File: src/hw/iodr_consts.svh
`ifndef IODR_CONSTS_SVH
`define IODR_CONSTS_SVH

// register word addresses (byte address of the even byte)
`define IODR_ADDR_ACCEL_Y_LOW 7'h14
`define IODR_ADDR_ACCEL_Y_HIGH 7'h16
`define IODR_ADDR_ACCEL_Z_LOW 7'h18
`define IODR_ADDR_ACCEL_Z_HIGH 7'h1a
`define IODR_ADDR_TEMPERATURE 7'h1c
`define IODR_ADDR_ELAPSED 7'h1e
`define IODR_ADDR_COUNTER 7'h22
`define IODR_ADDR_DELTA_X_LOW 7'h24
`define IODR_ADDR_DELTA_X_HIGH 7'h26
`define IODR_ADDR_PARTNER_STEP 7'h02

// sync-mode field of the miscellaneous control register, bits 4 to 2
`define IODR_SYNC_SCALED 3'h2

`define IODR_COUNTER_RESET 16'h0000
`define IODR_ELAPSED_MAX 16'hffff
`define IODR_READ_NONE 16'h0000

// timing
`define IODR_CLK_PERIOD_NS 8
`define IODR_SAMPLE_RATE_SPS 2000
`define IODR_TS_LSB_US 49.02
`define IODR_FRAME_BITS 5'd16

// delta angle full-scale range in degrees, one of 360, 720, 2160
`define IODR_RANGE_DEG 360

`endif

File: src/hw/iodr_pkg.sv
package iodr_pkg;

    typedef struct packed {
        logic signed [31:0] gyro_x;
        logic signed [31:0] accel_y;
        logic signed [31:0] accel_z;
        logic signed [15:0] temperature;
    } iodr_sample_s;

    typedef struct packed {
        logic [31:0] accel_y;
        logic [31:0] accel_z;
        logic [15:0] temperature;
        logic [15:0] elapsed;
        logic [15:0] counter;
        logic [31:0] delta_angle_x;
    } iodr_outputs_s;

    typedef enum logic [1:0] {
        IODR_SPI_IDLE = 2'b01,
        IODR_SPI_SHIFT = 2'b10
    } iodr_spi_state_e;

endpackage

File: src/hw/iodr_output_data.sv
`timescale 1ns/1ps
`include "iodr_consts.svh"

module iodr_output_data
    import iodr_pkg::*;
#(
    parameter int SAMPLE_CYCLES = 1000000000 / (`IODR_SAMPLE_RATE_SPS * `IODR_CLK_PERIOD_NS),
    parameter int TS_CYCLES = $rtoi(`IODR_TS_LSB_US * 1000.0 / `IODR_CLK_PERIOD_NS),
    parameter int RANGE_DEG = `IODR_RANGE_DEG
)
(
    input wire logic clk,
    input wire logic arst_n,
    input wire iodr_sample_s sensor,
    input wire logic [15:0] decimation_setting,
    input wire logic [2:0] sync_mode,
    input wire logic reset_command,
    input wire logic sync_pin,
    input wire logic spi_cs_n,
    input wire logic spi_sclk,
    input wire logic spi_mosi,
    output logic spi_miso,
    output logic spi_miso_oe,
    output logic sample_ready_pin
);

    function automatic logic [15:0] rd_word(input logic [6:0] a, input iodr_outputs_s r);
        case (a)
            `IODR_ADDR_ACCEL_Y_LOW: rd_word = r.accel_y[15:0];
            `IODR_ADDR_ACCEL_Y_HIGH: rd_word = r.accel_y[31:16];
            `IODR_ADDR_ACCEL_Z_LOW: rd_word = r.accel_z[15:0];
            `IODR_ADDR_ACCEL_Z_HIGH: rd_word = r.accel_z[31:16];
            `IODR_ADDR_TEMPERATURE: rd_word = r.temperature;
            `IODR_ADDR_ELAPSED: rd_word = r.elapsed;
            `IODR_ADDR_COUNTER: rd_word = r.counter;
            `IODR_ADDR_DELTA_X_LOW: rd_word = r.delta_angle_x[15:0];
            `IODR_ADDR_DELTA_X_HIGH: rd_word = r.delta_angle_x[31:16];
            default: rd_word = `IODR_READ_NONE;
        endcase
    endfunction

    function automatic logic is_low_word(input logic [6:0] a);
        is_low_word = (a == `IODR_ADDR_ACCEL_Y_LOW) || (a == `IODR_ADDR_ACCEL_Z_LOW)
            || (a == `IODR_ADDR_DELTA_X_LOW);
    endfunction

    function automatic logic [31:0] sat32(input logic signed [47:0] v);
        sat32 = (v > 48'sh00007fffffff) ? 32'h7fffffff
            : (v < -48'sh000080000000) ? 32'h80000000 : v[31:0];
    endfunction

    // internal sample clock
    logic [31:0] tick_div;
    logic sample_tick;

    always_ff @(posedge clk or negedge arst_n)
    begin
        if (!arst_n)
        begin
            tick_div <= 32'h00000000;
        end
        else
        begin
            tick_div <= sample_tick ? 32'h00000000 : tick_div + 32'h00000001;
        end
    end

    assign sample_tick = (tick_div == 32'(SAMPLE_CYCLES - 1));

    // pin synchronisers: three stages, edges detected between stages two and three
    logic [3:0] sync1, sync2, sync3;

    always_ff @(posedge clk or negedge arst_n)
    begin
        if (!arst_n)
        begin
            sync1 <= 4'h3;
            sync2 <= 4'h3;
            sync3 <= 4'h3;
        end
        else
        begin
            sync1 <= {sync_pin, spi_mosi, spi_sclk, spi_cs_n};
            sync2 <= sync1;
            sync3 <= sync2;
        end
    end

    logic cs_fall, cs_rise, sck_rise, sck_fall, sync_rise, mosi_s;

    assign cs_fall = !sync2[0] && sync3[0];
    assign cs_rise = sync2[0] && !sync3[0];
    assign sck_rise = sync2[1] && !sync3[1];
    assign sck_fall = !sync2[1] && sync3[1];
    assign mosi_s = sync2[2];
    assign sync_rise = sync2[3] && !sync3[3];

    // elapsed time since the last sync edge
    logic scaled_mode;
    logic [31:0] ts_div;
    logic [15:0] ts_cnt;

    assign scaled_mode = (sync_mode == `IODR_SYNC_SCALED);

    always_ff @(posedge clk or negedge arst_n)
    begin
        if (!arst_n)
        begin
            ts_div <= 32'h00000000;
            ts_cnt <= 16'h0000;
        end
        else if (!scaled_mode || sync_rise)
        begin
            ts_div <= 32'h00000000;
            ts_cnt <= 16'h0000;
        end
        else if (ts_div >= 32'(TS_CYCLES - 1))
        begin
            ts_div <= 32'h00000000;
            // saturates rather than wrapping when sync stops arriving
            ts_cnt <= (ts_cnt == `IODR_ELAPSED_MAX) ? ts_cnt : ts_cnt + 16'h0001;
        end
        else
        begin
            ts_div <= ts_div + 32'h00000001;
        end
    end

    // trapezoidal delta angle integration
    logic [15:0] samp_cnt;
    logic signed [31:0] prev_gyro;
    logic signed [47:0] acc;
    logic signed [32:0] pair;
    logic signed [47:0] next_sum;
    logic signed [47:0] half_sum;
    logic update;

    assign pair = {sensor.gyro_x[31], sensor.gyro_x} + {prev_gyro[31], prev_gyro};
    assign next_sum = ((samp_cnt == 16'h0000) ? 48'sh0 : acc) + {{15{pair[32]}}, pair};
    // rate input is scaled so that one LSB times one sample period is one output LSB
    assign half_sum = next_sum >>> 1;
    assign update = sample_tick && (samp_cnt >= decimation_setting);

    always_ff @(posedge clk or negedge arst_n)
    begin
        if (!arst_n)
        begin
            samp_cnt <= 16'h0000;
            prev_gyro <= 32'sh0;
            acc <= 48'sh0;
        end
        else if (reset_command)
        begin
            samp_cnt <= 16'h0000;
            prev_gyro <= 32'sh0;
            acc <= 48'sh0;
        end
        else if (sample_tick)
        begin
            prev_gyro <= sensor.gyro_x;
            acc <= next_sum;
            samp_cnt <= update ? 16'h0000 : samp_cnt + 16'h0001;
        end
    end

    // output register set, loaded as one so every pair shares an update
    iodr_outputs_s outs;

    always_ff @(posedge clk or negedge arst_n)
    begin
        if (!arst_n)
        begin
            outs <= '0;
            outs.counter <= `IODR_COUNTER_RESET;
        end
        else if (reset_command)
        begin
            outs <= '0;
            outs.counter <= `IODR_COUNTER_RESET;
        end
        else if (update)
        begin
            outs.accel_y <= sensor.accel_y;
            outs.accel_z <= sensor.accel_z;
            outs.temperature <= sensor.temperature;
            outs.elapsed <= ts_cnt;
            outs.counter <= outs.counter + 16'h0001;
            outs.delta_angle_x <= sat32(half_sum);
        end
    end

    always_ff @(posedge clk or negedge arst_n)
    begin
        if (!arst_n)
        begin
            sample_ready_pin <= 1'b0;
        end
        else
        begin
            sample_ready_pin <= update;
        end
    end

    // serial register port, mode 3, 16-bit frames, answer in the next frame
    iodr_spi_state_e spi_state;
    logic [4:0] bit_cnt;
    logic [15:0] rx_sh;
    logic [15:0] tx_sh;
    logic [6:0] rd_addr;
    logic [15:0] hold_word;
    logic [6:0] hold_addr;
    logic hold_valid;
    logic hold_hit;

    assign hold_hit = hold_valid && (rd_addr == hold_addr);

    always_ff @(posedge clk or negedge arst_n)
    begin
        if (!arst_n)
        begin
            spi_state <= IODR_SPI_IDLE;
            bit_cnt <= 5'd0;
            rx_sh <= 16'h0000;
            tx_sh <= 16'h0000;
            spi_miso <= 1'b0;
            rd_addr <= 7'h00;
        end
        else
        begin
            case (spi_state)
                IODR_SPI_IDLE:
                begin
                    if (cs_fall)
                    begin
                        spi_state <= IODR_SPI_SHIFT;
                        bit_cnt <= 5'd0;
                        tx_sh <= hold_hit ? hold_word : rd_word(rd_addr, outs);
                    end
                end
                IODR_SPI_SHIFT:
                begin
                    if (cs_rise)
                    begin
                        spi_state <= IODR_SPI_IDLE;
                        // write frames carry bit 15 set and are dropped here
                        if (bit_cnt == `IODR_FRAME_BITS && !rx_sh[15])
                        begin
                            rd_addr <= rx_sh[14:8];
                        end
                    end
                    else
                    begin
                        if (sck_rise)
                        begin
                            rx_sh <= {rx_sh[14:0], mosi_s};
                            bit_cnt <= bit_cnt + 5'd1;
                        end
                        if (sck_fall)
                        begin
                            spi_miso <= tx_sh[15];
                            tx_sh <= {tx_sh[14:0], 1'b0};
                        end
                    end
                end
                default:
                begin
                    spi_state <= IODR_SPI_IDLE;
                end
            endcase
        end
    end

    // reading a low word freezes its high partner for the following read
    always_ff @(posedge clk or negedge arst_n)
    begin
        if (!arst_n)
        begin
            hold_word <= 16'h0000;
            hold_addr <= 7'h00;
            hold_valid <= 1'b0;
        end
        else if (spi_state == IODR_SPI_IDLE && cs_fall)
        begin
            hold_word <= rd_word(rd_addr + `IODR_ADDR_PARTNER_STEP, outs);
            hold_addr <= rd_addr + `IODR_ADDR_PARTNER_STEP;
            hold_valid <= !hold_hit && is_low_word(rd_addr);
        end
    end

    assign spi_miso_oe = (spi_state == IODR_SPI_SHIFT);

    logic [15:0] ticks_seen; // kept apart from samp_cnt so the decimation check is independent

    always_ff @(posedge clk or negedge arst_n)
    begin
        if (!arst_n)
        begin
            ticks_seen <= 16'h0000;
        end
        else
        begin
            ticks_seen <= (reset_command || update) ? 16'h0000 : ticks_seen + 16'(sample_tick);
        end
    end
endmodule

File: config.mk
export PLATFORM = sky130hd
export DESIGN_NAME = iodr_output_data
export DESIGN_NICKNAME = d
export VERILOG_FILES = /design/src/hw/iodr_pkg.sv /design/src/hw/iodr_output_data.sv
export VERILOG_INCLUDE_DIRS = /design/src /design/src/hw
export SDC_FILE = /design/constraint.sdc
export NUM_CORES = 1
export LEC_CHECK = 0
export ABC_AREA = 1
export ABC_CLOCK_PERIOD_IN_PS = 5400
export BUFFER_PORTS_ARGS = -buffer_cell sky130_fd_sc_hd__buf_2
export CORE_MARGIN = 10
export CORE_UTILIZATION = 50
export DETAILED_ROUTE_END_ITERATION = 10
export GPL_TIMING_DRIVEN = 0
export PLACE_DENSITY = 0.68
export SETUP_SLACK_MARGIN = 0.02
export SYNTH_ARGS = -nofsm -noshare
export SYNTH_HDL_FRONTEND = slang
export SYNTH_SLANG_ARGS = --single-unit
export TNS_END_PERCENT = 30
File: constraint.sdc
create_clock -name clk -period 5.4 [get_ports clk]
set_input_delay 0.54 -clock clk [delete_from_list [all_inputs] [get_ports clk]]
set_output_delay 0.54 -clock clk [all_outputs]
set_load 0.05 [all_outputs]
# Yosys cells after proc, flatten, opt, wreduce, memory -nomap -nowiden
# Cells that the tools add are included.
[op_classes] addsub=9 order_cmp=4 eq_ne=31 muxes=32 n_bitwise=1 n_reduce_logical=33
[ops] cell="$mux W144" n=2
[ops] cell="$pmux W16 S9" n=2
[ops] cell="$mux W32" n=7
[ops] cell="$mux W16" n=10
[ops] cell="$mux W48" n=3
[ops] cell="$eq A7 B5 Y1 const B" n=12
[ops] cell="$add A32 B1 Y32 const B" n=2
[ops] cell="$add A16 B1 Y16 const B" n=3
[ops] cell="$add A48 B48 Y48" n=1
[ops] cell="$gt A47 B32 Y1 const B" n=1
[ops] cell="$lt A47 B32 Y1 const B" n=1
[ops] cell="$eq A7 B6 Y1 const B" n=6
[ops] cell="$add A32 B32 Y33" n=1
[ops] cell="$eq A32 B16 Y1 const B" n=1
[ops] cell="$ge A32 B13 Y1 const B" n=1
[ops] cell="$pmux W16 S2" n=1
[ops] cell="$eq A16 B16 Y1 const B" n=1
[ops] cell="$ge A16 B16 Y1" n=1
[ops] cell="$logic_not A16 Y1" n=1
[ops] cell="$mux W5" n=3
[ops] cell="$logic_and A1 B1 Y1" n=10
[ops] cell="$pmux W5 S2" n=1
[ops] cell="$reduce_and A3 Y1" n=3
[ops] cell="$logic_not A1 Y1" n=8
[ops] cell="other kinds (16)" n=28
[word_totals] reg_bits=404 in_bits=138 elab_cells=135

# Depth between registers and ports, before layout
# Gate-level depths: netlist (run 1).
[depth] word_depth=8 mapped_depth=43 depth_no_buf=42

# Worst setup path after synthesis (run 1)
# Ideal clock, no wire load.
[synth_timing] kind="in2reg" from="input sensor[82] in the netlist's numbering" to="register outs[27] in the netlist's numbering" setup_ns=0.117 arrival_ns=4.703 required_time_ns=5.283 slack_ns=0.580 path_stages=36 n_path_buf=1 path_cell_list="ha_1 > nand2_1 > nor2_1 > a211oi_1 > o21ai_0 > nand3_1 > nand2_1 > a21oi_1 > o21ai_0 > nand2_1 > o211ai_1 > nand2_1 > nand2_1 > nand2_1 > nand3_1 > nand3_1 > o211ai_1 > xor2_1 > ha_1 > nand2_1 > nor2_1 > inv_1 > nor4_1 > nand2_1 > a21boi_0 > nand2_1 > nand3_2 > inv_1 > o21ai_2 > xor2_2 > nand2_2 > buf_6 > nand2_1 > nand2_1 > nand2_1 > nand2_1"
[synth_via] elab_chain_cells=7
[synth_lines] element="start: declaration" line="iodr_output_data.sv:14" rtl="input wire iodr_sample_s sensor,"
[synth_lines] element="$add A32 B32 Y33 *" line="iodr_output_data.sv:138" rtl="assign pair = {sensor.gyro_x[31], sensor.gyro_x} + {prev_gyro[31], prev_gyro};"
[synth_lines] element="$add A48 B48 Y48 *" line="iodr_output_data.sv:139" rtl="assign next_sum = ((samp_cnt == 16'h0000) ? 48'sh0 : acc) + {{15{pair[32]}}, pair};"
[synth_lines] element="$lt A47 B32 Y1" line="iodr_output_data.sv:49" rtl=": (v < -48'sh000080000000) ? 32'h80000000 : v[31:0];"
[synth_lines] element="$mux W32" line="iodr_output_data.sv:49"
[synth_lines] element="$mux W32 *" line="iodr_output_data.sv:48" rtl="sat32 = (v > 48'sh00007fffffff) ? 32'h7fffffff"
[synth_lines] element="$mux W144 *" line="iodr_output_data.sv:181" rtl="else if (update)"
[synth_lines] element="$mux W144 *" line="iodr_output_data.sv:176" rtl="else if (reset_command)"
[synth_lines] element="end: declaration" line="iodr_output_data.sv:167" rtl="iodr_outputs_s outs;"
# Every way passes the cells marked *; elsewhere a longest branch is shown, timed or not. The select of a mux whose other input is x is not followed.
# A chain may end at the register's enable or synchronous reset.

# Worst setup path after layout (run 1)
[layout_timing] from="register prev_gyro[1]" to="register outs[12] in the netlist's numbering"
[layout_via] elab_chain_cells=7
[layout_lines] element="start: declaration" line="iodr_output_data.sv:131" rtl="logic signed [31:0] prev_gyro;"
[layout_lines] element="start signal: assignment" line="iodr_output_data.sv:160" rtl="prev_gyro <= sensor.gyro_x;"
[layout_lines] element="$add A32 B32 Y33 *" line="iodr_output_data.sv:138"
[layout_lines] element="$add A48 B48 Y48 *" line="iodr_output_data.sv:139"
[layout_lines] element="$lt A47 B32 Y1" line="iodr_output_data.sv:49"
[layout_lines] element="$mux W32" line="iodr_output_data.sv:49"
[layout_lines] element="$mux W32 *" line="iodr_output_data.sv:48"
[layout_lines] element="$mux W144 *" line="iodr_output_data.sv:181"
[layout_lines] element="$mux W144 *" line="iodr_output_data.sv:176"
# Marks and branches as above.

==> flow_metrics.py, run 1 <==
metrics = {
    "worst_setup_path": {
        "path_buf_inv": 3,
        "cp.depth": 42,
        "cp_common_cell": "nand2_2",
        "endpoint_kind": "register",
        "worstPathArrival_ns": 5.73,
        "slowest_delay_ns": 0.39,
        "startpoint_type": "register",
        "cp.required_ns": 5.91,
        "crit_path_top_delay_cell": "ha_1",
        "r2r_cells": 42,
        "critical_path.top_delay_family": "simple AND/OR/NAND/NOR gates",
        "critPathKind": "register to register",
        "path_max_fanout": 7,
    },
    "drt": {
        "avgViaCountPerCell": 5.643,
        "drc": 0,
        "wire_per_inst_um": 19.15,
        "num_vias": 22470,
        "drt-pass1-iter-count": 6,
        "ant_nets": 0,
        "wirelength_um": 76270,
        "drt_iter0_drc": 1911,
    },
    "global_route": {
        "grtUsageTotal_pct": 26.25,
        "grt_remaining_overflow": 0,
        "grt_max_degree": 126,
        "grt_pass1_wl_um": 118700,
        "antenna_found_initial": 0,
        "grt_pass1_vias": 21650,
    },
    "clock_tree": {
        "clkLatencyLatePin_ns": 0.59,
        "htree_levels": 2,
        "clk_path_buf_depth": 3,
        "clockRootBuffer": "clkbuf_16",
        "cts_tree": "yes",
        "cts_buffers": 45,
        "clk_pin_slew_ns": 0.06,
        "cts_num_sinks": 403,
    },
    "final_layout": {
        "area_delta_synth_final_pct": 16.16,
        "diodes": 0,
        "final_cell_mix": "nand2_1, inv_1, dfrtp_1",
        "nNetsFinal": 3578,
        "drive_gt1_share_pct": 12.41,
        "utilization_pct": 58.98,
        "layout_commonest_cell": "nand2_1",
    },
    "floorplanning": {
        "die_x_um": 237.9,
        "core_um2": 46750,
        "chipHeight_um": 237.9,
        "die_area_um2": 56590,
        "top_level_ports": 141,
        "start_util_pct": 50.77,
        "rows": 79,
    },
    "yosys": {
        "synthesis.area_um2": 23740,
        "syn_area_per_cell_um2": 7.650,
        "yosysTopAreaCellShare_pct": 41.74,
        "ys_ff_latch": 403,
        "yosysTopAreaCell": "dfrtp_1",
        "yosysSeqAreaShare_pct": 42.52,
        "async_reset_ff_share_pct": 100.0,
        "synthTopCellsByArea": "dfrtp_1, nand2_1, inv_1, ha_1, o21ai_0",
        "synthCells": 3103,
        "synth_ff_type": "dfrtp_1",
        "synth_edf_count": 0,
        "yosysWarnings": 0,
        "ys_types": 61,
    },
    "sta": {
        "timing.fmax_ghz": 0.1915,
        "worst_pin_slew_ns": 1.405,
        "clock_skew_ns": 0.02294,
        "grt_setup_unrepaired": "true",
        "fin_crit_sh_pct": 96.70,
        "relSlewSlack_pct": 6.015,
        "maxSlewViolCount": 0,
        "setup_violations": 0,
        "hold_viol": 0,
        "finalSetupTns_ns": 0,
        "layout_min_cycle_time_ns": 5.222,
    },
    "power": {
        "p_total_mw": 6.813,
        "leakagePower_nw": 13.07,
        "peakVddDrop_mv": 0.2275,
        "cellPowerDensity_nw_per_um2": 247.1,
    },
    "status": {
        "status": "finished, final reports clean",
    },
    "placement": {
        "place.port_buffers": 139,
        "hpwlAfterDp_um": 58380,
        "globalplace.congestion": 0.9671,
    },
    "run": {
        "maxCapViolCount": 0,
    },
    "hold_path": {
        "worstHoldPathType": "input pin to register",
        "worstHoldPathCells": 1,
    },
}
-- state kept, by name, indices dropped and copies added, names as in the netlist --
register and cells:
bit_cnt 5, sync1 4, acc 48, outs 144, spi_miso 1, ts_cnt 16, sync3 3, ts_div 32
spi_state 2, sample_ready_pin 1, tick_div 32, sync2 4, hold_word 16, hold_valid 1, prev_gyro 32, rx_sh 16
hold_addr 7, rd_addr 7, samp_cnt 16, tx_sh 16
-- power breakdown --
part	total [mW]	switching (mW)	internal (mW)	leakage (nW)
logic	0.493	0.338	0.155	6.78
registers	3.06	0.0143	3.05	5.53
clock network	3.26	1.29	1.96	0.764
-- cell families (layout without fill, tap and decap cells) --
logic type,Yosys count,in the layout,synth area share (%)
other,1,19,0.01580
XOR/XNOR,81,81,3.020
buffers and inverters,625,879,10.09
adder cells (fa/ha/maj),102,102,5.439
flip-flops,403,403,42.52
AND/OR/NAND/NOR,1194,1194,21.51
AO/OA/AOI/OAI,697,697,17.41
-- worst reg2reg max path, delay by kind of cell, from the launching register on --
family / cells / cell delay (ns)
AOI/OAI and AO/OA: 6 / 0.98
xor gates and xnor gates: 1 / 0.17
adders and majority gates: 2 / 0.68
buffers and inverters: 3 / 0.30
DFF: 1 / 0.38
and+or+nand+nor: 30 / 2.66
-- worst paths after layout --
check                                               from                   endpoint  slack [ns]
worst min register to register        sync1[2]$_DFF_PN0_         sync2[2]$_DFF_PN0_        0.35
worst max-delay path            prev_gyro[1]$_DFFE_PN0P_       outs[12]$_DFFE_PN0P_        0.18
worst min-delay path                            spi_cs_n         sync1[0]$_DFF_PN1_        0.07
worst max register to register  prev_gyro[1]$_DFFE_PN0P_       outs[12]$_DFFE_PN0P_        0.18
max in group asynchronous                         arst_n   hold_addr[2]$_DFFE_PN0P_        3.80
min in group asynchronous                         arst_n  prev_gyro[21]$_DFFE_PN0P_        0.53
-- cells in the mapped netlist (6+ instances only) --
cell        n
nor2_1    225
o21ai_1     7
a22o_1     35
o22ai_1   162
nand2_2    19
ha_1      100
inv_1     521
clkbuf_1   85
inv_2       6
a21o_1      8
nor3_1     44
dfrtp_1   396
nor4_1     39
a21oi_1   133
o21bai_1    8
o221ai_1   11
nand3_1   110
xor2_1     49
nor3b_1     7
nand2_1   681
nor2_2     10
nand4_1    31
o21ai_0   247
xnor2_1    31
dfstp_2     7
a211oi_1    8
a31oi_1    16
o211ai_1   23
nand2_4     6
o41ai_1    10
buf_6       6
-- stage by stage --
| step | setup slack, ns | hold WS [ns] | std cells | cell area, µm² |
|---|---|---|---|---|
| 3_3_place_gp | -4.052 | 0.3321 | 3867 | 25260 |
| 5_1_grt | -0.1372 | 0.04632 | 3982 | 27580 |
| 4_1_cts | 0.04725 | 0.03281 | 3960 | 27030 |
| 2_1_floorplan | 0.5802 | 0.2444 | 3121 | 23810 |
| 6_report | 0.1781 | 0.06569 | 3982 | 27580 |
| 3_5_place_dp | -0.7226 | 0.3373 | 3870 | 25350 |
-- timing repair --
action,in CTS,in global routing
pin swaps,8,77
cloned,0,6
hold buffers,1,0
setup endpoints to repair,33,33
endpoints found under the hold margin,67,0
resized for setup,16,118
setup buffers,5,16
-- layer usage --
metal	vias to the layer above	track usage (%)	part of all wire, %
met4	0	7.904	2.7
met1	10890	37.42	47
met5	-	0	0
met2	764	40.58	44
met3	127	3.965	6.7
li1	10690	-	-
-- area by class of cell --
cell class                      count  area (µm²)
Timing Repair Buffer              170        1030
Clock inverter                     17       225.2
Clock buffer                       67        1341
Buffer                             98       421.7
Sequential cell                   403       10090
Tap cell                          607       759.5
Multi-Input combinational cell   2093       11720
Inverter                          527        1981
Fill cell                        4265       19180
(Power assumes the default switching activity.)
==> run 2, diff against run 1 <==
--- a/config.mk
+++ b/config.mk
@@ -9,11 +9,13 @@
 export ABC_AREA = 1
 export ABC_CLOCK_PERIOD_IN_PS = 5400
 export BUFFER_PORTS_ARGS = -buffer_cell sky130_fd_sc_hd__buf_2
+export CELL_PAD_IN_SITES_DETAIL_PLACEMENT = 0
+export CELL_PAD_IN_SITES_GLOBAL_PLACEMENT = 1
 export CORE_MARGIN = 10
-export CORE_UTILIZATION = 50
+export CORE_UTILIZATION = 46
 export DETAILED_ROUTE_END_ITERATION = 10
 export GPL_TIMING_DRIVEN = 0
-export PLACE_DENSITY = 0.68
+export PLACE_DENSITY_LB_ADDON = 0.1
 export SETUP_SLACK_MARGIN = 0.02
 export SYNTH_ARGS = -nofsm -noshare
 export SYNTH_HDL_FRONTEND = slang
==> run 2 against run 1 <==
Hold slack worse by 0.011 ns. Register-to-register slack gained 0.06 ns. Core utilization is 5.1 points lower. Non-clock buffer count increased by 8. First-iteration DRC count is 7.3% lower. Cell count rose by 2.0%. Critical path type unchanged. Setup slack better by 0.064 ns. Global-route usage down 0.75 points.
==> flow_metrics.py, run 2 (synthesized netlist as in run 1, its figures left out) <==
metrics = {
    "power": {
        "peakVddDrop_mv": 0.2432,
        "leakagePower_nw": 13.07,
        "p_total_mw": 6.734,
        "cellPowerDensity_nw_per_um2": 244.0,
    },
    "final_layout": {
        "reg_top3": "outs (144), acc (48)",
        "final_cell_mix": "nand2_1, inv_1, dfrtp_1",
        "stdcell_count": 4062,
        "fin_area_um2": 27600,
        "largest_register_ffs": 144,
        "nNetsFinal": 3588,
        "largest-register": "outs",
        "diodes": 0,
        "layout_commonest_cell": "nand2_1",
        "area_delta_synth_final_pct": 16.25,
        "drive_gt1_share_pct": 12.18,
    },
    "clock_tree": {
        "clk_pin_slew_ns": 0.06,
        "clk_path_buf_depth": 3,
        "clockRootBuffer": "clkbuf_16",
        "cts_num_sinks": 403,
        "cts_buffers": 47,
        "cts_tree": "yes",
        "clkLatencyLatePin_ns": 0.58,
        "htree_levels": 2,
    },
    "placement": {
        "place_inst": 3944,
        "postPlaceCellArea_um2": 25460,
        "place.port_buffers": 139,
        "dp_slack_ns": -0.9226,
        "hpwlAfterDp_um": 60970,
        "globalplace.congestion": 0.9697,
    },
    "worst_setup_path": {
        "cp_common_cell": "nand2_1",
        "path_max_fanout": 7,
        "startpoint_type": "register",
        "endpoint_kind": "register",
        "worstPathArrival_ns": 5.62,
        "cp.required_ns": 5.86,
        "startpoint": "prev_gyro[0]$_DFFE_PN0P_",
        "reg2reg_from": "prev_gyro[0]$_DFFE_PN0P_",
        "crit_path_top_delay_cell": "dfrtp_1",
        "slowest_delay_ns": 0.35,
        "critPathKind": "register to register",
    },
    "floorplanning": {
        "rows": 83,
        "die_x_um": 247.2,
        "top_level_ports": 141,
        "start_util_pct": 46.37,
        "chipHeight_um": 247.2,
        "die_area_um2": 61090,
        "core_um2": 51200,
    },
    "sta": {
        "setup_violations": 0,
        "relSlewSlack_pct": 15.21,
        "timing.fmax_ghz": 0.1939,
        "clock_skew_ns": 0.01392,
        "fin_crit_sh_pct": 95.53,
        "hold_viol": 0,
        "setup_ws_ns": 0.2416,
        "worst_pin_slew_ns": 1.267,
        "layout_min_cycle_time_ns": 5.158,
        "grt_setup_unrepaired": "true",
        "maxSlewViolCount": 0,
    },
    "status": {
        "status": "finished, final reports clean",
    },
    "hold_path": {
        "worstHoldPathType": "input pin to register",
        "hp-start": "spi_cs_n",
    },
    "drt": {
        "num_vias": 22070,
        "drc": 0,
        "drt_iter0_drc": 1772,
        "avgViaCountPerCell": 5.432,
        "drt-pass1-iter-count": 6,
        "wirelength_um": 78620,
        "ant_nets": 0,
        "wire_per_inst_um": 19.35,
    },
    "run": {
        "maxCapViolCount": 0,
    },
    "global_route": {
        "grt_max_degree": 119,
        "grt_pass1_vias": 21670,
        "antenna_found_initial": 2,
        "grt_remaining_overflow": 0,
        "grt_pass1_wl_um": 122500,
        "grtUsageTotal_pct": 25.50,
    },
}
[run 2: power breakdown]
group          switching (mW)  internal (mW)  total (mW)
clock network            1.31           1.87        3.18
logic                   0.339          0.153       0.492
registers              0.0144           3.05        3.07
[run 2: final timing paths]
path	to	slack, ns	cells after the start
setup reg to reg	outs[2]$_DFFE_PN0P_	0.24	40
hold reg to reg	sync2[3]$_DFF_PN0_	0.36	0
hold / removal	sync1[0]$_DFF_PN1_	0.05	1
setup / recovery	outs[2]$_DFFE_PN0P_	0.24	40
max in group asynchronous	sync2[3]$_DFF_PN0_	3.35	4
min in group asynchronous	tick_div[20]$_DFF_PN0_	0.50	2
[run 2: what timing repair did]
| action | 4_1_cts | 5_1_grt |
|---|---|---|
| resized for setup | 27 | 85 |
| hold buffers | 1 | 0 |
| setup endpoints to repair | 33 | 33 |
| setup buffers | 6 | 22 |
| gates cloned | 0 | 6 |
| pin swaps | 10 | 51 |
| hold endpoints to repair | 17 | 0 |
[run 2: per-layer routing]
metal / track usage (%) / up-vias / wire length [µm]
li1: - / 10730 / -
met1: 35.06 / 10560 / 36040
met2: 40.48 / 637 / 35260
met3: 3.701 / 133 / 4665
met4: 8.840 / 0 / 2656
met5: 0 / - / 0
[run 2: per-stage QoR]
| step | TNS (ns) | utilization [%] | hold slack (ns) |
|---|---|---|---|
| after CTS | 0 | 53.04 | 0.03145 |
| after floorplan | 0 | - | 0.2444 |
| after global routing | -4.747 | 53.90 | 0.05336 |
| after global placement | -1689.14 | 49.52 | 0.3331 |
| after detailed placement | -28.42 | 49.73 | 0.3470 |
| final | 0 | 53.90 | 0.05445 |
[run 2: cell type report]
| cell class | count | area (µm²) |
|---|---|---|
| Multi-Input combinational cell | 2093 | 11670 |
| Inverter | 527 | 1981 |
| Buffer | 98 | 417.9 |
| Timing Repair Buffer | 178 | 1069 |
| Clock buffer | 68 | 1345 |
| Tap cell | 680 | 850.8 |
| Clock inverter | 15 | 172.7 |
| Sequential cell | 403 | 10090 |
| Fill cell | 4976 | 23600 |
[run 2: critical path: cells and delay by family (launching register included)]
| kind | cells | cell delay [ns] |
|---|---|---|
| buf+inv | 7 | 0.63 |
| compound gates | 2 | 0.29 |
| flops | 1 | 0.35 |
| xor+xnor | 1 | 0.08 |
| fa+ha+maj | 3 | 0.84 |
| simple gates | 27 | 2.85 |
